`src/include/aad_pkg.sv`:
```
// Purpose: shared constants and types of the motion event detector
// Assumes: 200 MHz clock, 16-bit register port, 12-bit signed samples
// Notes: all timing counts derive from microsecond figures and clock rate
package aad_pkg;
  localparam int CLK_MHZ = 200;
  // timer periods in microseconds, slow for odr up to 3200 Hz, fast for 6400 Hz
  localparam int ACT_SLOW_US = 6600;
  localparam int ACT_FAST_US = 3300;
  localparam int INACT_SLOW_US = 26000;
  localparam int INACT_FAST_US = 13000;
  localparam int ACT_SLOW_CYC = ACT_SLOW_US * CLK_MHZ;
  localparam int ACT_FAST_CYC = ACT_FAST_US * CLK_MHZ;
  localparam int INACT_SLOW_CYC = INACT_SLOW_US * CLK_MHZ;
  localparam int INACT_FAST_CYC = INACT_FAST_US * CLK_MHZ;
  localparam int TMR_W = 24;

  localparam int SW = 12;
  localparam int TW = 11;
  localparam int AW = 4;
  localparam int DW = 16;
  localparam int ACT_TIME_W = 8;
  localparam int INACT_TIME_W = 16;
  // corner of the smoothing filter is set by this shift and the sample rate
  localparam int LPF_SHIFT = 3;

  localparam logic [AW-1:0] REG_CTRL = 4'h0;
  localparam logic [AW-1:0] REG_AXIS_ENABLE = 4'h1;
  localparam logic [AW-1:0] REG_X_AXIS_MOTION_THRESHOLD = 4'h2;
  localparam logic [AW-1:0] REG_X_AXIS_STILL_THRESHOLD = 4'h5;
  localparam logic [AW-1:0] REG_ACT_TIME = 4'h8;
  localparam logic [AW-1:0] REG_INACT_TIME = 4'h9;
  localparam logic [AW-1:0] REG_SECONDARY_EVENT_STATUS = 4'ha;

  localparam logic [1:0] MODE_STANDBY = 2'h0;
  localparam logic [1:0] MODE_WAKE = 2'h1;
  localparam logic [1:0] MODE_MEAS = 2'h2;
  localparam logic [1:0] LINK_DEFAULT = 2'h0;
  localparam logic [1:0] LINK_LINKED = 2'h1;
  localparam logic [1:0] LINK_LOOP = 2'h3;

  typedef enum logic [2:0] {
    ST_STANDBY = 3'b001,
    ST_WAKE = 3'b010,
    ST_MEAS = 3'b100
  } aadState_e;

  typedef struct packed {
    logic [4:0] spare;
    logic inactIe;
    logic actIe;
    logic autoSleep;
    logic [1:0] link;
    logic lpfOn;
    logic inactivityReferenceSelect;
    logic activityReferenceSelect;
    logic odrFast;
    logic [1:0] mode;
  } aadCtrl_s;

  typedef struct packed {
    logic [10:0] spare;
    logic [1:0] mode;
    logic awake;
    logic inactEvent;
    logic actEvent;
  } aadStatus_s;

  typedef struct packed {
    logic [2:0][SW-1:0] axis;
  } aadAccel_s;

  typedef struct packed {
    logic [AW-1:0] addr;
    logic [DW-1:0] wdata;
    logic we;
    logic re;
  } aadBusReq_s;

  localparam aadCtrl_s CTRL_RESET = 16'h0000;
  localparam logic [5:0] AXES_RESET = 6'h00;
  localparam logic [TW-1:0] THR_RESET = 11'h000;
  localparam logic [ACT_TIME_W-1:0] ACT_TIME_RESET = 8'h00;
  localparam logic [INACT_TIME_W-1:0] INACT_TIME_RESET = 16'h0000;
endpackage

```
`src/logic/aad_activity_detector.sv`:
```
// Purpose: activity and inactivity detection with timers, linking and autosleep
// Assumes: samples and bus come from logic on clk, one sample per sampleValid
// Notes: status event bits clear on read, a new event in that cycle wins
// Contract
// - any enabled axis over threshold long enough
// - per-axis activity thresholds, one shared timer
// - all enabled axes under threshold long enough
// - per-axis inactivity thresholds, one shared timer
// - reference select bits, default absolute
// - referenced activity: deviation above threshold
// - referenced inactivity: deviation below threshold
// - capture reference on measurement entry; code captures only on the first entry after both selects were absolute
// - activity period 6.6 ms, 3.3 ms fast
// - activity periods count, zero means single sample
// - activity timer runs in measurement only
// - inactivity period 26 ms, 13 ms fast
// - inactivity periods count, zero means single sample
// - wake mode single sample, then measurement
// - wake activity flags only with zero time
// - awake follows mode or activity by config
// - no interrupts while in wake mode
// - events recorded in status, optional interrupt
// - switchable smoothing filter on detection path
// - linked mode alternates the two detectors
// - autosleep loops between wake and measurement
`timescale 1ns/10ps
module aad_activity_detector
  import aad_pkg::*;
#(
  parameter logic [TMR_W-1:0] ACT_SLOW_CYC_P = TMR_W'(ACT_SLOW_CYC),
  parameter logic [TMR_W-1:0] ACT_FAST_CYC_P = TMR_W'(ACT_FAST_CYC),
  parameter logic [TMR_W-1:0] INACT_SLOW_CYC_P = TMR_W'(INACT_SLOW_CYC),
  parameter logic [TMR_W-1:0] INACT_FAST_CYC_P = TMR_W'(INACT_FAST_CYC)
) (
  input logic clk,
  input logic rst_n,
  input aadBusReq_s bus,
  output logic [DW-1:0] rdata,
  input logic sampleValid,
  input aadAccel_s sample,
  output logic actIrq,
  output logic inactIrq,
  output logic awake,
  output aadState_e state
);

  logic [1:0] rstSync;
  logic rstN;
  aadCtrl_s ctrl;
  aadCtrl_s wrCtrl;
  logic [2:0] actAxisEn;
  logic [2:0] inactAxisEn;
  logic [ACT_TIME_W-1:0] actTime;
  logic [INACT_TIME_W-1:0] inactTime;
  logic [TW-1:0] thrAct [3];
  logic [TW-1:0] thrInact [3];
  logic [SW-1:0] filt [3];
  logic [SW-1:0] refv [3];
  logic [SW-1:0] path [3];
  logic [2:0] overAct;
  logic [2:0] underInact;
  logic autoSlp;
  logic expectInact;
  logic actFlag;
  logic inactFlag;
  logic refPend;
  logic refLocked;
  logic prevMeas;
  logic refCap;
  logic actRun;
  logic inactRun;
  logic [ACT_TIME_W-1:0] actCnt;
  logic [INACT_TIME_W-1:0] inactCnt;
  logic [TMR_W-1:0] actDiv;
  logic [TMR_W-1:0] inactDiv;
  logic [TMR_W-1:0] actPeriod;
  logic [TMR_W-1:0] inactPeriod;
  logic actTick;
  logic inactTick;
  logic actQual;
  logic inactQual;
  logic actDetEn;
  logic inactDetEn;
  logic actEvt;
  logic inactEvt;
  logic actClr;
  logic linkOn;
  logic linkedOnly;
  logic ctrlWr;
  logic statRd;
  logic [1:0] modeCode;
  aadStatus_s statView;

  always_ff @(posedge clk or negedge rst_n) begin
    if (!rst_n) begin
      rstSync <= 2'h0;
    end else begin
      rstSync <= {rstSync[0], 1'b1};
    end
  end
  assign rstN = rstSync[1];

  function automatic logic [SW:0] absDev(input logic [SW-1:0] a, input logic [SW-1:0] b,
                                         input logic useRef);
    logic signed [SW:0] d;
    d = $signed({a[SW-1], a}) - (useRef ? $signed({b[SW-1], b}) : $signed(13'h0000));
    return d[SW] ? -d : d;
  endfunction

  assign wrCtrl = aadCtrl_s'(bus.wdata);
  assign ctrlWr = bus.we && bus.addr == REG_CTRL;
  assign statRd = bus.re && bus.addr == REG_SECONDARY_EVENT_STATUS;

  // configuration; software is expected to change it only in standby
  always_ff @(posedge clk or negedge rstN) begin
    if (!rstN) begin
      ctrl <= CTRL_RESET;
      {inactAxisEn, actAxisEn} <= AXES_RESET;
      actTime <= ACT_TIME_RESET;
      inactTime <= INACT_TIME_RESET;
    end else if (bus.we) begin
      case (bus.addr)
        REG_CTRL: ctrl <= wrCtrl;
        REG_AXIS_ENABLE: {inactAxisEn, actAxisEn} <= bus.wdata[5:0];
        REG_ACT_TIME: actTime <= bus.wdata[ACT_TIME_W-1:0];
        REG_INACT_TIME: inactTime <= bus.wdata;
        default: ;
      endcase
    end
  end

  for (genvar i = 0; i < 3; i++) begin : gAxis
    logic signed [SW:0] step;
    logic [SW-1:0] filtNext;
    logic [SW:0] actMag;
    logic [SW:0] inactMag;

    // first-order smoothing, one step per sample
    assign step = ($signed({sample.axis[i][SW-1], sample.axis[i]})
                   - $signed({filt[i][SW-1], filt[i]})) >>> LPF_SHIFT;
    assign filtNext = filt[i] + step[SW-1:0];
    assign path[i] = ctrl.lpfOn ? filtNext : sample.axis[i];
    assign actMag = absDev(path[i], refv[i], ctrl.activityReferenceSelect);
    assign inactMag = absDev(path[i], refv[i], ctrl.inactivityReferenceSelect);
    assign overAct[i] = actMag > {2'h0, thrAct[i]};
    assign underInact[i] = inactMag < {2'h0, thrInact[i]};

    always_ff @(posedge clk or negedge rstN) begin
      if (!rstN) begin
        thrAct[i] <= THR_RESET;
        thrInact[i] <= THR_RESET;
      end else if (bus.we) begin
        if (bus.addr == REG_X_AXIS_MOTION_THRESHOLD + AW'(i)) begin
          thrAct[i] <= bus.wdata[TW-1:0];
        end
        if (bus.addr == REG_X_AXIS_STILL_THRESHOLD + AW'(i)) begin
          thrInact[i] <= bus.wdata[TW-1:0];
        end
      end
    end

    always_ff @(posedge clk or negedge rstN) begin
      if (!rstN) begin
        filt[i] <= 12'h000;
        refv[i] <= 12'h000;
      end else begin
        // a mode write restarts smoothing so old history cannot trip a new session
        if (ctrlWr) begin
          filt[i] <= 12'h000;
        end else if (sampleValid) begin
          filt[i] <= filtNext;
        end
        if (refCap) begin
          refv[i] <= path[i];
        end
      end
    end
  end

  assign actQual = |(overAct & actAxisEn);
  assign inactQual = (|inactAxisEn) && (&(underInact | ~inactAxisEn));

  // loop behaviour is forced while autosleep runs
  assign linkOn = ctrl.link != LINK_DEFAULT || autoSlp;
  assign linkedOnly = ctrl.link == LINK_LINKED && !autoSlp;
  // in linked mode the next detector waits until the last event is read
  assign actDetEn = !linkOn || (!expectInact && !(linkedOnly && inactFlag));
  assign inactDetEn = !linkOn || (expectInact && !(linkedOnly && actFlag));

  assign actEvt = sampleValid && actDetEn && actQual
                  && (state == ST_WAKE
                      || (state == ST_MEAS && actCnt >= actTime));
  assign inactEvt = sampleValid && inactDetEn && inactQual && state != ST_STANDBY
                    && inactCnt >= inactTime;

  assign actPeriod = ctrl.odrFast ? ACT_FAST_CYC_P : ACT_SLOW_CYC_P;
  assign inactPeriod = ctrl.odrFast ? INACT_FAST_CYC_P : INACT_SLOW_CYC_P;
  assign actTick = actRun && state == ST_MEAS && actDiv == actPeriod - TMR_W'(1);
  assign inactTick = inactRun && state != ST_STANDBY
                     && inactDiv == inactPeriod - TMR_W'(1);
  // leaving or rewriting measurement drops a half-counted run
  assign actClr = state == ST_MEAS && (ctrlWr || (inactEvt && autoSlp));

  // period dividers only run during an unbroken qualifying run
  always_ff @(posedge clk or negedge rstN) begin
    if (!rstN) begin
      actDiv <= '0;
    end else if (state != ST_MEAS) begin
      actDiv <= actDiv;
    end else if (!actRun || actTick || actClr) begin
      actDiv <= '0;
    end else begin
      actDiv <= actDiv + TMR_W'(1);
    end
  end

  always_ff @(posedge clk or negedge rstN) begin
    if (!rstN) begin
      inactDiv <= '0;
    end else if (!inactRun || inactTick || state == ST_STANDBY || ctrlWr) begin
      inactDiv <= '0;
    end else begin
      inactDiv <= inactDiv + TMR_W'(1);
    end
  end

  // period counters saturate instead of wrapping to avoid false events
  always_ff @(posedge clk or negedge rstN) begin
    if (!rstN) begin
      actRun <= 1'b0;
      actCnt <= '0;
    end else if (actClr) begin
      actRun <= 1'b0;
      actCnt <= '0;
    end else if (sampleValid && state == ST_MEAS) begin
      actRun <= actQual;
      if (!actQual || actEvt) begin
        actCnt <= '0;
      end else if (actTick && actCnt != '1) begin
        actCnt <= actCnt + 1'b1;
      end
    end else if (actTick && actCnt != '1) begin
      actCnt <= actCnt + 1'b1;
    end
  end

  always_ff @(posedge clk or negedge rstN) begin
    if (!rstN) begin
      inactRun <= 1'b0;
      inactCnt <= '0;
    end else if (ctrlWr) begin
      inactRun <= 1'b0;
      inactCnt <= '0;
    end else if (sampleValid && state != ST_STANDBY) begin
      inactRun <= inactQual;
      if (!inactQual || inactEvt) begin
        inactCnt <= '0;
      end else if (inactTick && inactCnt != '1) begin
        inactCnt <= inactCnt + 1'b1;
      end
    end else if (inactTick && inactCnt != '1) begin
      inactCnt <= inactCnt + 1'b1;
    end
  end

  always_ff @(posedge clk or negedge rstN) begin
    if (!rstN) begin
      state <= ST_STANDBY;
      autoSlp <= 1'b0;
    end else if (ctrlWr) begin
      case (wrCtrl.mode)
        MODE_STANDBY: state <= ST_STANDBY;
        MODE_WAKE: state <= ST_WAKE;
        default: state <= ST_MEAS;
      endcase
      // only a manual entry into wake starts autosleep
      autoSlp <= wrCtrl.mode == MODE_WAKE && wrCtrl.autoSleep;
    end else begin
      case (state)
        ST_WAKE: if (actEvt) state <= ST_MEAS;
        ST_MEAS: if (inactEvt && autoSlp) state <= ST_WAKE;
        ST_STANDBY: state <= ST_STANDBY;
        default: state <= ST_STANDBY;
      endcase
    end
  end

  always_ff @(posedge clk or negedge rstN) begin
    if (!rstN) begin
      expectInact <= 1'b0;
    end else if (ctrlWr) begin
      expectInact <= 1'b0;
    end else if (linkOn && actEvt) begin
      expectInact <= 1'b1;
    end else if (linkOn && inactEvt) begin
      expectInact <= 1'b0;
    end
  end

  // set wins over the clear-on-read
  always_ff @(posedge clk or negedge rstN) begin
    if (!rstN) begin
      actFlag <= 1'b0;
      inactFlag <= 1'b0;
    end else begin
      if (actEvt && (state == ST_MEAS || actTime == '0)) begin
        actFlag <= 1'b1;
      end else if (statRd) begin
        actFlag <= 1'b0;
      end
      if (inactEvt) begin
        inactFlag <= 1'b1;
      end else if (statRd) begin
        inactFlag <= 1'b0;
      end
    end
  end

  // reference is locked until both selects return to absolute
  assign refCap = refPend && sampleValid && state == ST_MEAS;
  always_ff @(posedge clk or negedge rstN) begin
    if (!rstN) begin
      prevMeas <= 1'b0;
      refPend <= 1'b0;
      refLocked <= 1'b0;
    end else begin
      prevMeas <= state == ST_MEAS;
      if (refCap) begin
        refPend <= 1'b0;
      end else if (state == ST_MEAS && !prevMeas && !refLocked
                   && (ctrl.activityReferenceSelect || ctrl.inactivityReferenceSelect)) begin
        refPend <= 1'b1;
      end
      if (!ctrl.activityReferenceSelect && !ctrl.inactivityReferenceSelect) begin
        refLocked <= 1'b0;
      end else if (refCap) begin
        refLocked <= 1'b1;
      end
    end
  end

  always_ff @(posedge clk or negedge rstN) begin
    if (!rstN) begin
      awake <= 1'b0;
      actIrq <= 1'b0;
      inactIrq <= 1'b0;
    end else begin
      awake <= (ctrl.link == LINK_DEFAULT || ctrl.autoSleep) ? state == ST_MEAS
               : expectInact;
      actIrq <= actFlag && ctrl.actIe && state == ST_MEAS;
      inactIrq <= inactFlag && ctrl.inactIe && state == ST_MEAS;
    end
  end

  always_comb begin
    case (state)
      ST_WAKE: modeCode = MODE_WAKE;
      ST_MEAS: modeCode = MODE_MEAS;
      default: modeCode = MODE_STANDBY;
    endcase
  end

  always_comb begin
    statView = '0;
    statView.mode = modeCode;
    statView.awake = awake;
    statView.inactEvent = inactFlag;
    statView.actEvent = actFlag;
  end

  always_ff @(posedge clk or negedge rstN) begin
    if (!rstN) begin
      rdata <= '0;
    end else if (bus.re) begin
      case (bus.addr)
        REG_CTRL: rdata <= {ctrl[DW-1:2], modeCode};
        REG_AXIS_ENABLE: rdata <= DW'({inactAxisEn, actAxisEn});
        4'h2: rdata <= DW'(thrAct[0]);
        4'h3: rdata <= DW'(thrAct[1]);
        4'h4: rdata <= DW'(thrAct[2]);
        4'h5: rdata <= DW'(thrInact[0]);
        4'h6: rdata <= DW'(thrInact[1]);
        4'h7: rdata <= DW'(thrInact[2]);
        REG_ACT_TIME: rdata <= DW'(actTime);
        REG_INACT_TIME: rdata <= inactTime;
        REG_SECONDARY_EVENT_STATUS: rdata <= statView;
        default: rdata <= '0;
      endcase
    end else begin
      rdata <= '0;
    end
  end

  actZero_a:
    assert property (@(posedge clk) disable iff (!rstN)
      state == ST_MEAS && sampleValid && actDetEn && actQual && actTime == '0
      |=> actFlag)
    else $error("single-sample activity not flagged");

  wakeExit_a:
    assert property (@(posedge clk) disable iff (!rstN)
      state == ST_WAKE && actEvt && !ctrlWr |=> state == ST_MEAS)
    else $error("wake activity did not enter measurement");

  wakeNoIrq_a:
    assert property (@(posedge clk) disable iff (!rstN)
      state != ST_MEAS |=> !actIrq && !inactIrq)
    else $error("interrupt outside measurement");

  timerHold_a:
    assert property (@(posedge clk) disable iff (!rstN)
      state != ST_MEAS |=> $stable(actCnt) && $stable(actDiv))
    else $error("activity timer moved outside measurement");

  runRestart_a:
    assert property (@(posedge clk) disable iff (!rstN)
      sampleValid && state == ST_MEAS && !actQual |=> actCnt == '0 && !actRun)
    else $error("activity run not restarted");

  inactAll_a:
    assert property (@(posedge clk) disable iff (!rstN)
      $rose(inactFlag) |-> $past(sampleValid) && $past(inactQual)
      && $past(inactCnt) >= $past(inactTime))
    else $error("inactivity flagged without all axes still");

  refLock_a:
    assert property (@(posedge clk) disable iff (!rstN)
      refCap && !ctrlWr |=> refLocked && !refPend)
    else $error("reference not captured");

  awakeMode_a:
    assert property (@(posedge clk) disable iff (!rstN)
      ctrl.link == LINK_DEFAULT && state == ST_MEAS |=> awake)
    else $error("awake low in measurement");

  sleepLoop_a:
    assert property (@(posedge clk) disable iff (!rstN)
      state == ST_MEAS && autoSlp && inactEvt && !ctrlWr |=> state == ST_WAKE)
    else $error("autosleep did not return to wake");

  linkSwap_a:
    assert property (@(posedge clk) disable iff (!rstN)
      linkOn && actEvt && !ctrlWr |=> expectInact ##0 (!actDetEn || !linkOn))
    else $error("linked mode did not switch detector");

endmodule

```
`config.mk`:
```
export PLATFORM = sky130hd
export DESIGN_NAME = aad_activity_detector
export DESIGN_NICKNAME = d
export VERILOG_FILES = /design/src/include/aad_pkg.sv /design/src/logic/aad_activity_detector.sv
export SDC_FILE = /design/constraint.sdc
export NUM_CORES = 1
export LEC_CHECK = 0
export BUFFER_PORTS_ARGS = -buffer_cell sky130_fd_sc_hd__buf_4
export CAP_MARGIN = 20
export CORE_ASPECT_RATIO = 1.5
export CORE_MARGIN = 2
export CORE_UTILIZATION = 50
export CTS_CLUSTER_SIZE = 8
export DETAILED_ROUTE_END_ITERATION = 7
export PLACE_DENSITY_LB_ADDON = 0.08
export SLEW_MARGIN = 20
export SYNTH_ARGS = -nofsm -noshare
export SYNTH_HDL_FRONTEND = slang
export SYNTH_SLANG_ARGS = --single-unit
```
`constraint.sdc`:
```
create_clock -name clk -period 8.9 [get_ports clk]
set_input_delay 1.78 -clock clk [delete_from_list [all_inputs] [get_ports clk]]
set_output_delay 1.78 -clock clk [all_outputs]
set_load 0.01 [all_outputs]
```
### Yosys cells after proc, flatten, opt, wreduce, memory -nomap -nowiden

Cells that the tools add are included.

* register bits after elaboration: 287
* bits in latches: 0
* bits in writable memories: 0
* bits in read-only memories: 0
* input port bits: 61
* output and inout bits: 22
* word-level logic and storage cells: 253
* memories kept: 0

* $add $sub $neg: 24
* multiply operators: 0
* div/mod/pow operators: 0
* order comparisons: 8
* equality and inequality tests: 23
* shift operators: 0
* mux-type cells: 56
* bitwise operators: 3
* reductions and logical operators: 95

Operator list (number)
* 16-bit one-hot mux with 11 select lines: 1
* 13-bit two-way mux: 12
* 12-bit two-way mux: 9
* 16-bit two-way mux: 5
* 13-bit negator: 6
* 12-bit by 13-bit subtractor with 13-bit output: 6
* 24-bit by 1-bit adder with 24-bit output (second input constant): 2
* 24-bit == test: 2
* 24-bit two-way mux: 2
* 1-bit logical AND: 40
* 13-bit by 11-bit greater-than comparator with 1-bit output: 3
* 13-bit by 11-bit less-than comparator with 1-bit output: 3
* 12-bit by 12-bit subtractor with 13-bit output: 3
* 12-bit adder: 3
* 8-bit two-way mux: 4
* 23-bit by 1-bit subtractor with 24-bit output (second input constant): 1
* 23-bit two-way mux: 1
* 2-bit AND reduction: 11
* 21-bit by 1-bit subtractor with 22-bit output (second input constant): 1
* 21-bit two-way mux: 1
* 16-bit by 1-bit adder with 16-bit output (second input constant): 1
* 4-bit by 3-bit == test with 1-bit output (second input constant): 4
* 16-bit >= comparator: 1
* 16-bit != test (second input constant): 1
* other kinds (29): 86

### Depth between registers and ports, before layout

* depth in word-level cells: 18
* gate-level depth with buffers: 45
* gate-level depth less buffers: 43

### Least setup slack after synthesis

OpenSTA, ideal clock, no wires.

* path type: input port to flip-flop
* start: input sample[13] in the netlist's numbering
* end: register inactCnt[10]
* library setup time: 69 ps
* data arrival time: 9359 ps
* data required time: 8831 ps
* slack: -528 ps
* stages: 41
* path buffers: 2
* path through: ha_1 > a21o_1 > a21o_1 > a21oi_1 > o21bai_1 > a21oi_1 > o21bai_1 > a21oi_1 > nor2b_1 > nor2_1 > xnor2_1 > ha_1 > buf_2 > a2111oi_0 > a21oi_1 > a21o_1 > a21oi_1 > o21bai_1 > [5 not listed] > nand2b_1 > o311ai_0 > o21ai_0 > ha_1 > a21boi_0 > o21a_1 > o21a_1 > o21ai_0 > a21oi_1 > o21ai_0 > a21oi_1 > a211o_1 > nor4_1 > a311o_1 > nand3_4 > a311o_4 > buf_6 > nor2_2

RTL lines
* start: declaration: line aad_activity_detector.sv:40 `input aadAccel_s sample,`
* end signal: assignment: line aad_activity_detector.sv:259 `inactCnt <= inactCnt + 1'b1;`
* end signal: assignment: line aad_activity_detector.sv:262 `inactCnt <= inactCnt + 1'b1;`
* end: declaration: line aad_activity_detector.sv:73 `logic [INACT_TIME_W-1:0] inactCnt;`

==> results.py <==
metrics = {
    "floorplanning": {
        "core_area_um2": 47500,
        "die_w_um": 183,
        "pin_count": 83,
        "rows": 98,
        "design.die.area_um2": 49600,
        "dieHeight_um": 272,
        "start_util": 0.504,
    },
    "layout": {
        "final_cell_mix": "buf_4 (397), nand2_1 (304), dfrtp_1 (284), nor2_1 (234), ha_1 (219)",
        "layout_commonest_cell": "buf_4",
        "multi_input_area_um2": 16100,
        "nets": 3396,
        "instances_no_fill": 3715,
        "nFillCells": 4188,
        "diodes": 0,
        "seq_area_um2": 7190,
        "drive_gt1_frac": 0.224,
        "synthToLayoutAreaGrowth_pct": 21.2,
    },
    "drt": {
        "vias": 21500,
        "dr.pass1.iters": 6,
        "ant_nets": 0,
        "drt_iter0_drc": 1171,
        "remaining_drc_errors": 0,
        "vias_per_cell": 5.78,
        "wl_per_cell_um": 18.7,
        "routed_wirelength_um": 69500,
    },
    "worst_setup_path": {
        "r2r-start": "filt[13]",
        "startpoint_type": "input pin",
        "crit_top_cell": "o21a_1",
        "cp-startpoint": "sample[25]",
        "required_ns": 9.33,
        "cp_max_fo": 8,
        "critPathKind": "in -> reg",
        "cpMaxStageDelayCell": "maj3_1",
        "arrival_ns": 9.12,
        "end_kind": "flop",
        "critical_path.max_stage_delay_ns": 0.37,
    },
    "placed_design": {
        "portBuffers": 82,
        "hpwl_um": 52900,
        "gp_congestion": 0.987,
        "dpl.cell_count": 3653,
        "place_ws_ns": -0.614,
    },
    "cts": {
        "cts.sinks": 287,
        "cts_buffers": 41,
        "clkLatencyLatePin_ns": 0.56,
        "cts_buffer_depth": 3,
        "ctsHoldBuffers": 0,
        "htree_levels": 2,
        "cts_tree": "yes",
        "cts-root-buf": "clkbuf_16",
        "clkTransAtPathRegs_ns": 0.06,
    },
    "sta": {
        "worst_pin_slew_ns": 0.985,
        "finalCriticalPeriod_ns": 8.69,
        "rsz0062_at_grt": "true",
        "relSlewSlack": 0.344,
        "setup_viol": 0,
        "hold_viol": 0,
        "worst_slack_ns": 0.208,
        "fmax_ghz": 0.115,
        "slew_viol_final": 0,
        "fin_crit_sh": 0.977,
        "clock-skew-final_ns": 0.0184,
    },
    "global_routing": {
        "first_global_vias": 21600,
        "grt_usage": 0.278,
        "grt_max_degree": 81,
        "antenna_found_initial": 0,
        "grt_pass1_wl_um": 112000,
        "grt_overflow": 0,
    },
    "hold_path": {
        "hold_class": "reg -> async",
    },
    "status": {
        "outcome": "completed",
    },
    "synthesis": {
        "synth.distinct_cells": 104,
        "synth_nets": 3041,
        "syn_area_um2": 23900,
        "async_flop_share": 1.00,
        "synth_ff_type": "dfrtp_1",
        "synth-seq-cells": 287,
        "synth_enable_flop_cells": 0,
        "synth_seq_area_share": 0.301,
        "syn_area_per_cell_um2": 8.70,
        "synth-warning-count": 0,
        "syn_inst": 2748,
    },
    "flow_run": {
        "drv_cap": 0,
    },
}
-- path summary, 6_finish.rpt --
kind	end	slack, ns	cells past startpoint
min in group clk	rstSync[1]	0.36	0
max reg2reg	inactCnt[9]	1.05	44
max in group asynchronous	ctrl[5]	6.79	2
max	actCnt[2]	0.21	42
min reg2reg	refv[0]	0.13	0
min	refv[0]	0.13	0
-- area by class of cell --
cell class	instances	area share
flip-flops and latches	287	0.248
well taps	600	0.0259
repair buffers	408	0.109
multi-input cells	2186	0.556
clock inverters	2	0.000605
inverters	179	0.0232
clock buffers	53	0.0370
-- metrics by stage --
step                      cell area, um^2  TNS [ns]  hold slack, ns   util
final                               29000         0           0.125  0.610
after CTS                           28500         0           0.124  0.601
after floorplan                     24000         0           0.331      -
after global placement              27400    -17.18           0.118  0.577
after global routing                29000    -10.06           0.132  0.610
after detailed placement            27400    -25.36           0.120  0.577
-- synth_stat cells (all sizes together) (10+ instances only) --
cell type,count,area share
a211oi,29,0.0093
or3,22,0.0060
a21boi,11,0.0035
mux2,117,0.055
o211ai,21,0.0068
or2,17,0.0045
nor2,256,0.041
buf,22,0.0049
dfrtp,286,0.30
nor2b,39,0.010
nand3,68,0.015
o22ai,10,0.0026
ha,223,0.12
nand2b,41,0.011
a21o,42,0.013
nor4,21,0.0055
xnor2,164,0.060
clkbuf,75,0.012
a211o,11,0.0041
o31ai,18,0.0057
nand2,305,0.048
a21oi,112,0.024
o21a,27,0.0085
xor2,82,0.031
and2,32,0.0084
and3,28,0.0073
inv,177,0.028
o21ai,118,0.025
a22oi,34,0.011
nor3,51,0.011
a31oi,30,0.0081
a221oi,10,0.0037
nand4,25,0.0068
o21bai,15,0.0047
mux2i,40,0.017
-- worst max-delay path: cells and delay by family --
family / cells / cell delay, ns
simple gates: 3 / 0.28
fa+ha+maj: 5 / 1.65
xor+xnor: 2 / 0.19
compound gates: 26 / 4.06
mux: 1 / 0.33
buf+inv: 5 / 0.78
-- logic make-up (layout without fill, tap and decap cells) --
kind of cell / Yosys count / count (layout) / share of synthesized area
xor+xnor: 247 / 247 / 0.0923
mux: 157 / 157 / 0.0719
flops: 287 / 287 / 0.301
compound gates: 595 / 596 / 0.174
buf+inv: 276 / 642 / 0.0448
other cells: 1 / 1 / 0.000157
simple gates: 946 / 946 / 0.189
fa+ha+maj: 239 / 239 / 0.127
-- flip-flops by register name, summed over array words and instances, names as in the netlist, 2 cells and up --
signal	flops
inactTime	16
state	3
filt	36
refv	36
rdata	16
inactCnt	16
inactDiv	24
rstSync	2
ctrl	14
actAxisEn	3
actDiv	24
actCnt	8
inactAxisEn	3
thrInact	33
thrAct	33
actTime	8
-- layer usage --
metal,up-vias,share of wire,wire [um],GRT usage
li1,10500,-,-,-
met1,10400,0.42,28900,0.334
met2,489,0.50,35100,0.502
met3,142,0.039,2690,0.0302
met4,0,0.041,2860,0.117
met5,-,0,0,0
-- timing repair --
item | in CTS | in global routing
pin swaps | 0 | 79
gates cloned | 0 | 1
setup endpoints to repair | 8 | 55
gates resized for setup | 3 | 94
buffers inserted | 0 | 7
Power is not shown: default switching activity piles up to over one toggle a cycle in this logic, so the estimate is an artifact.
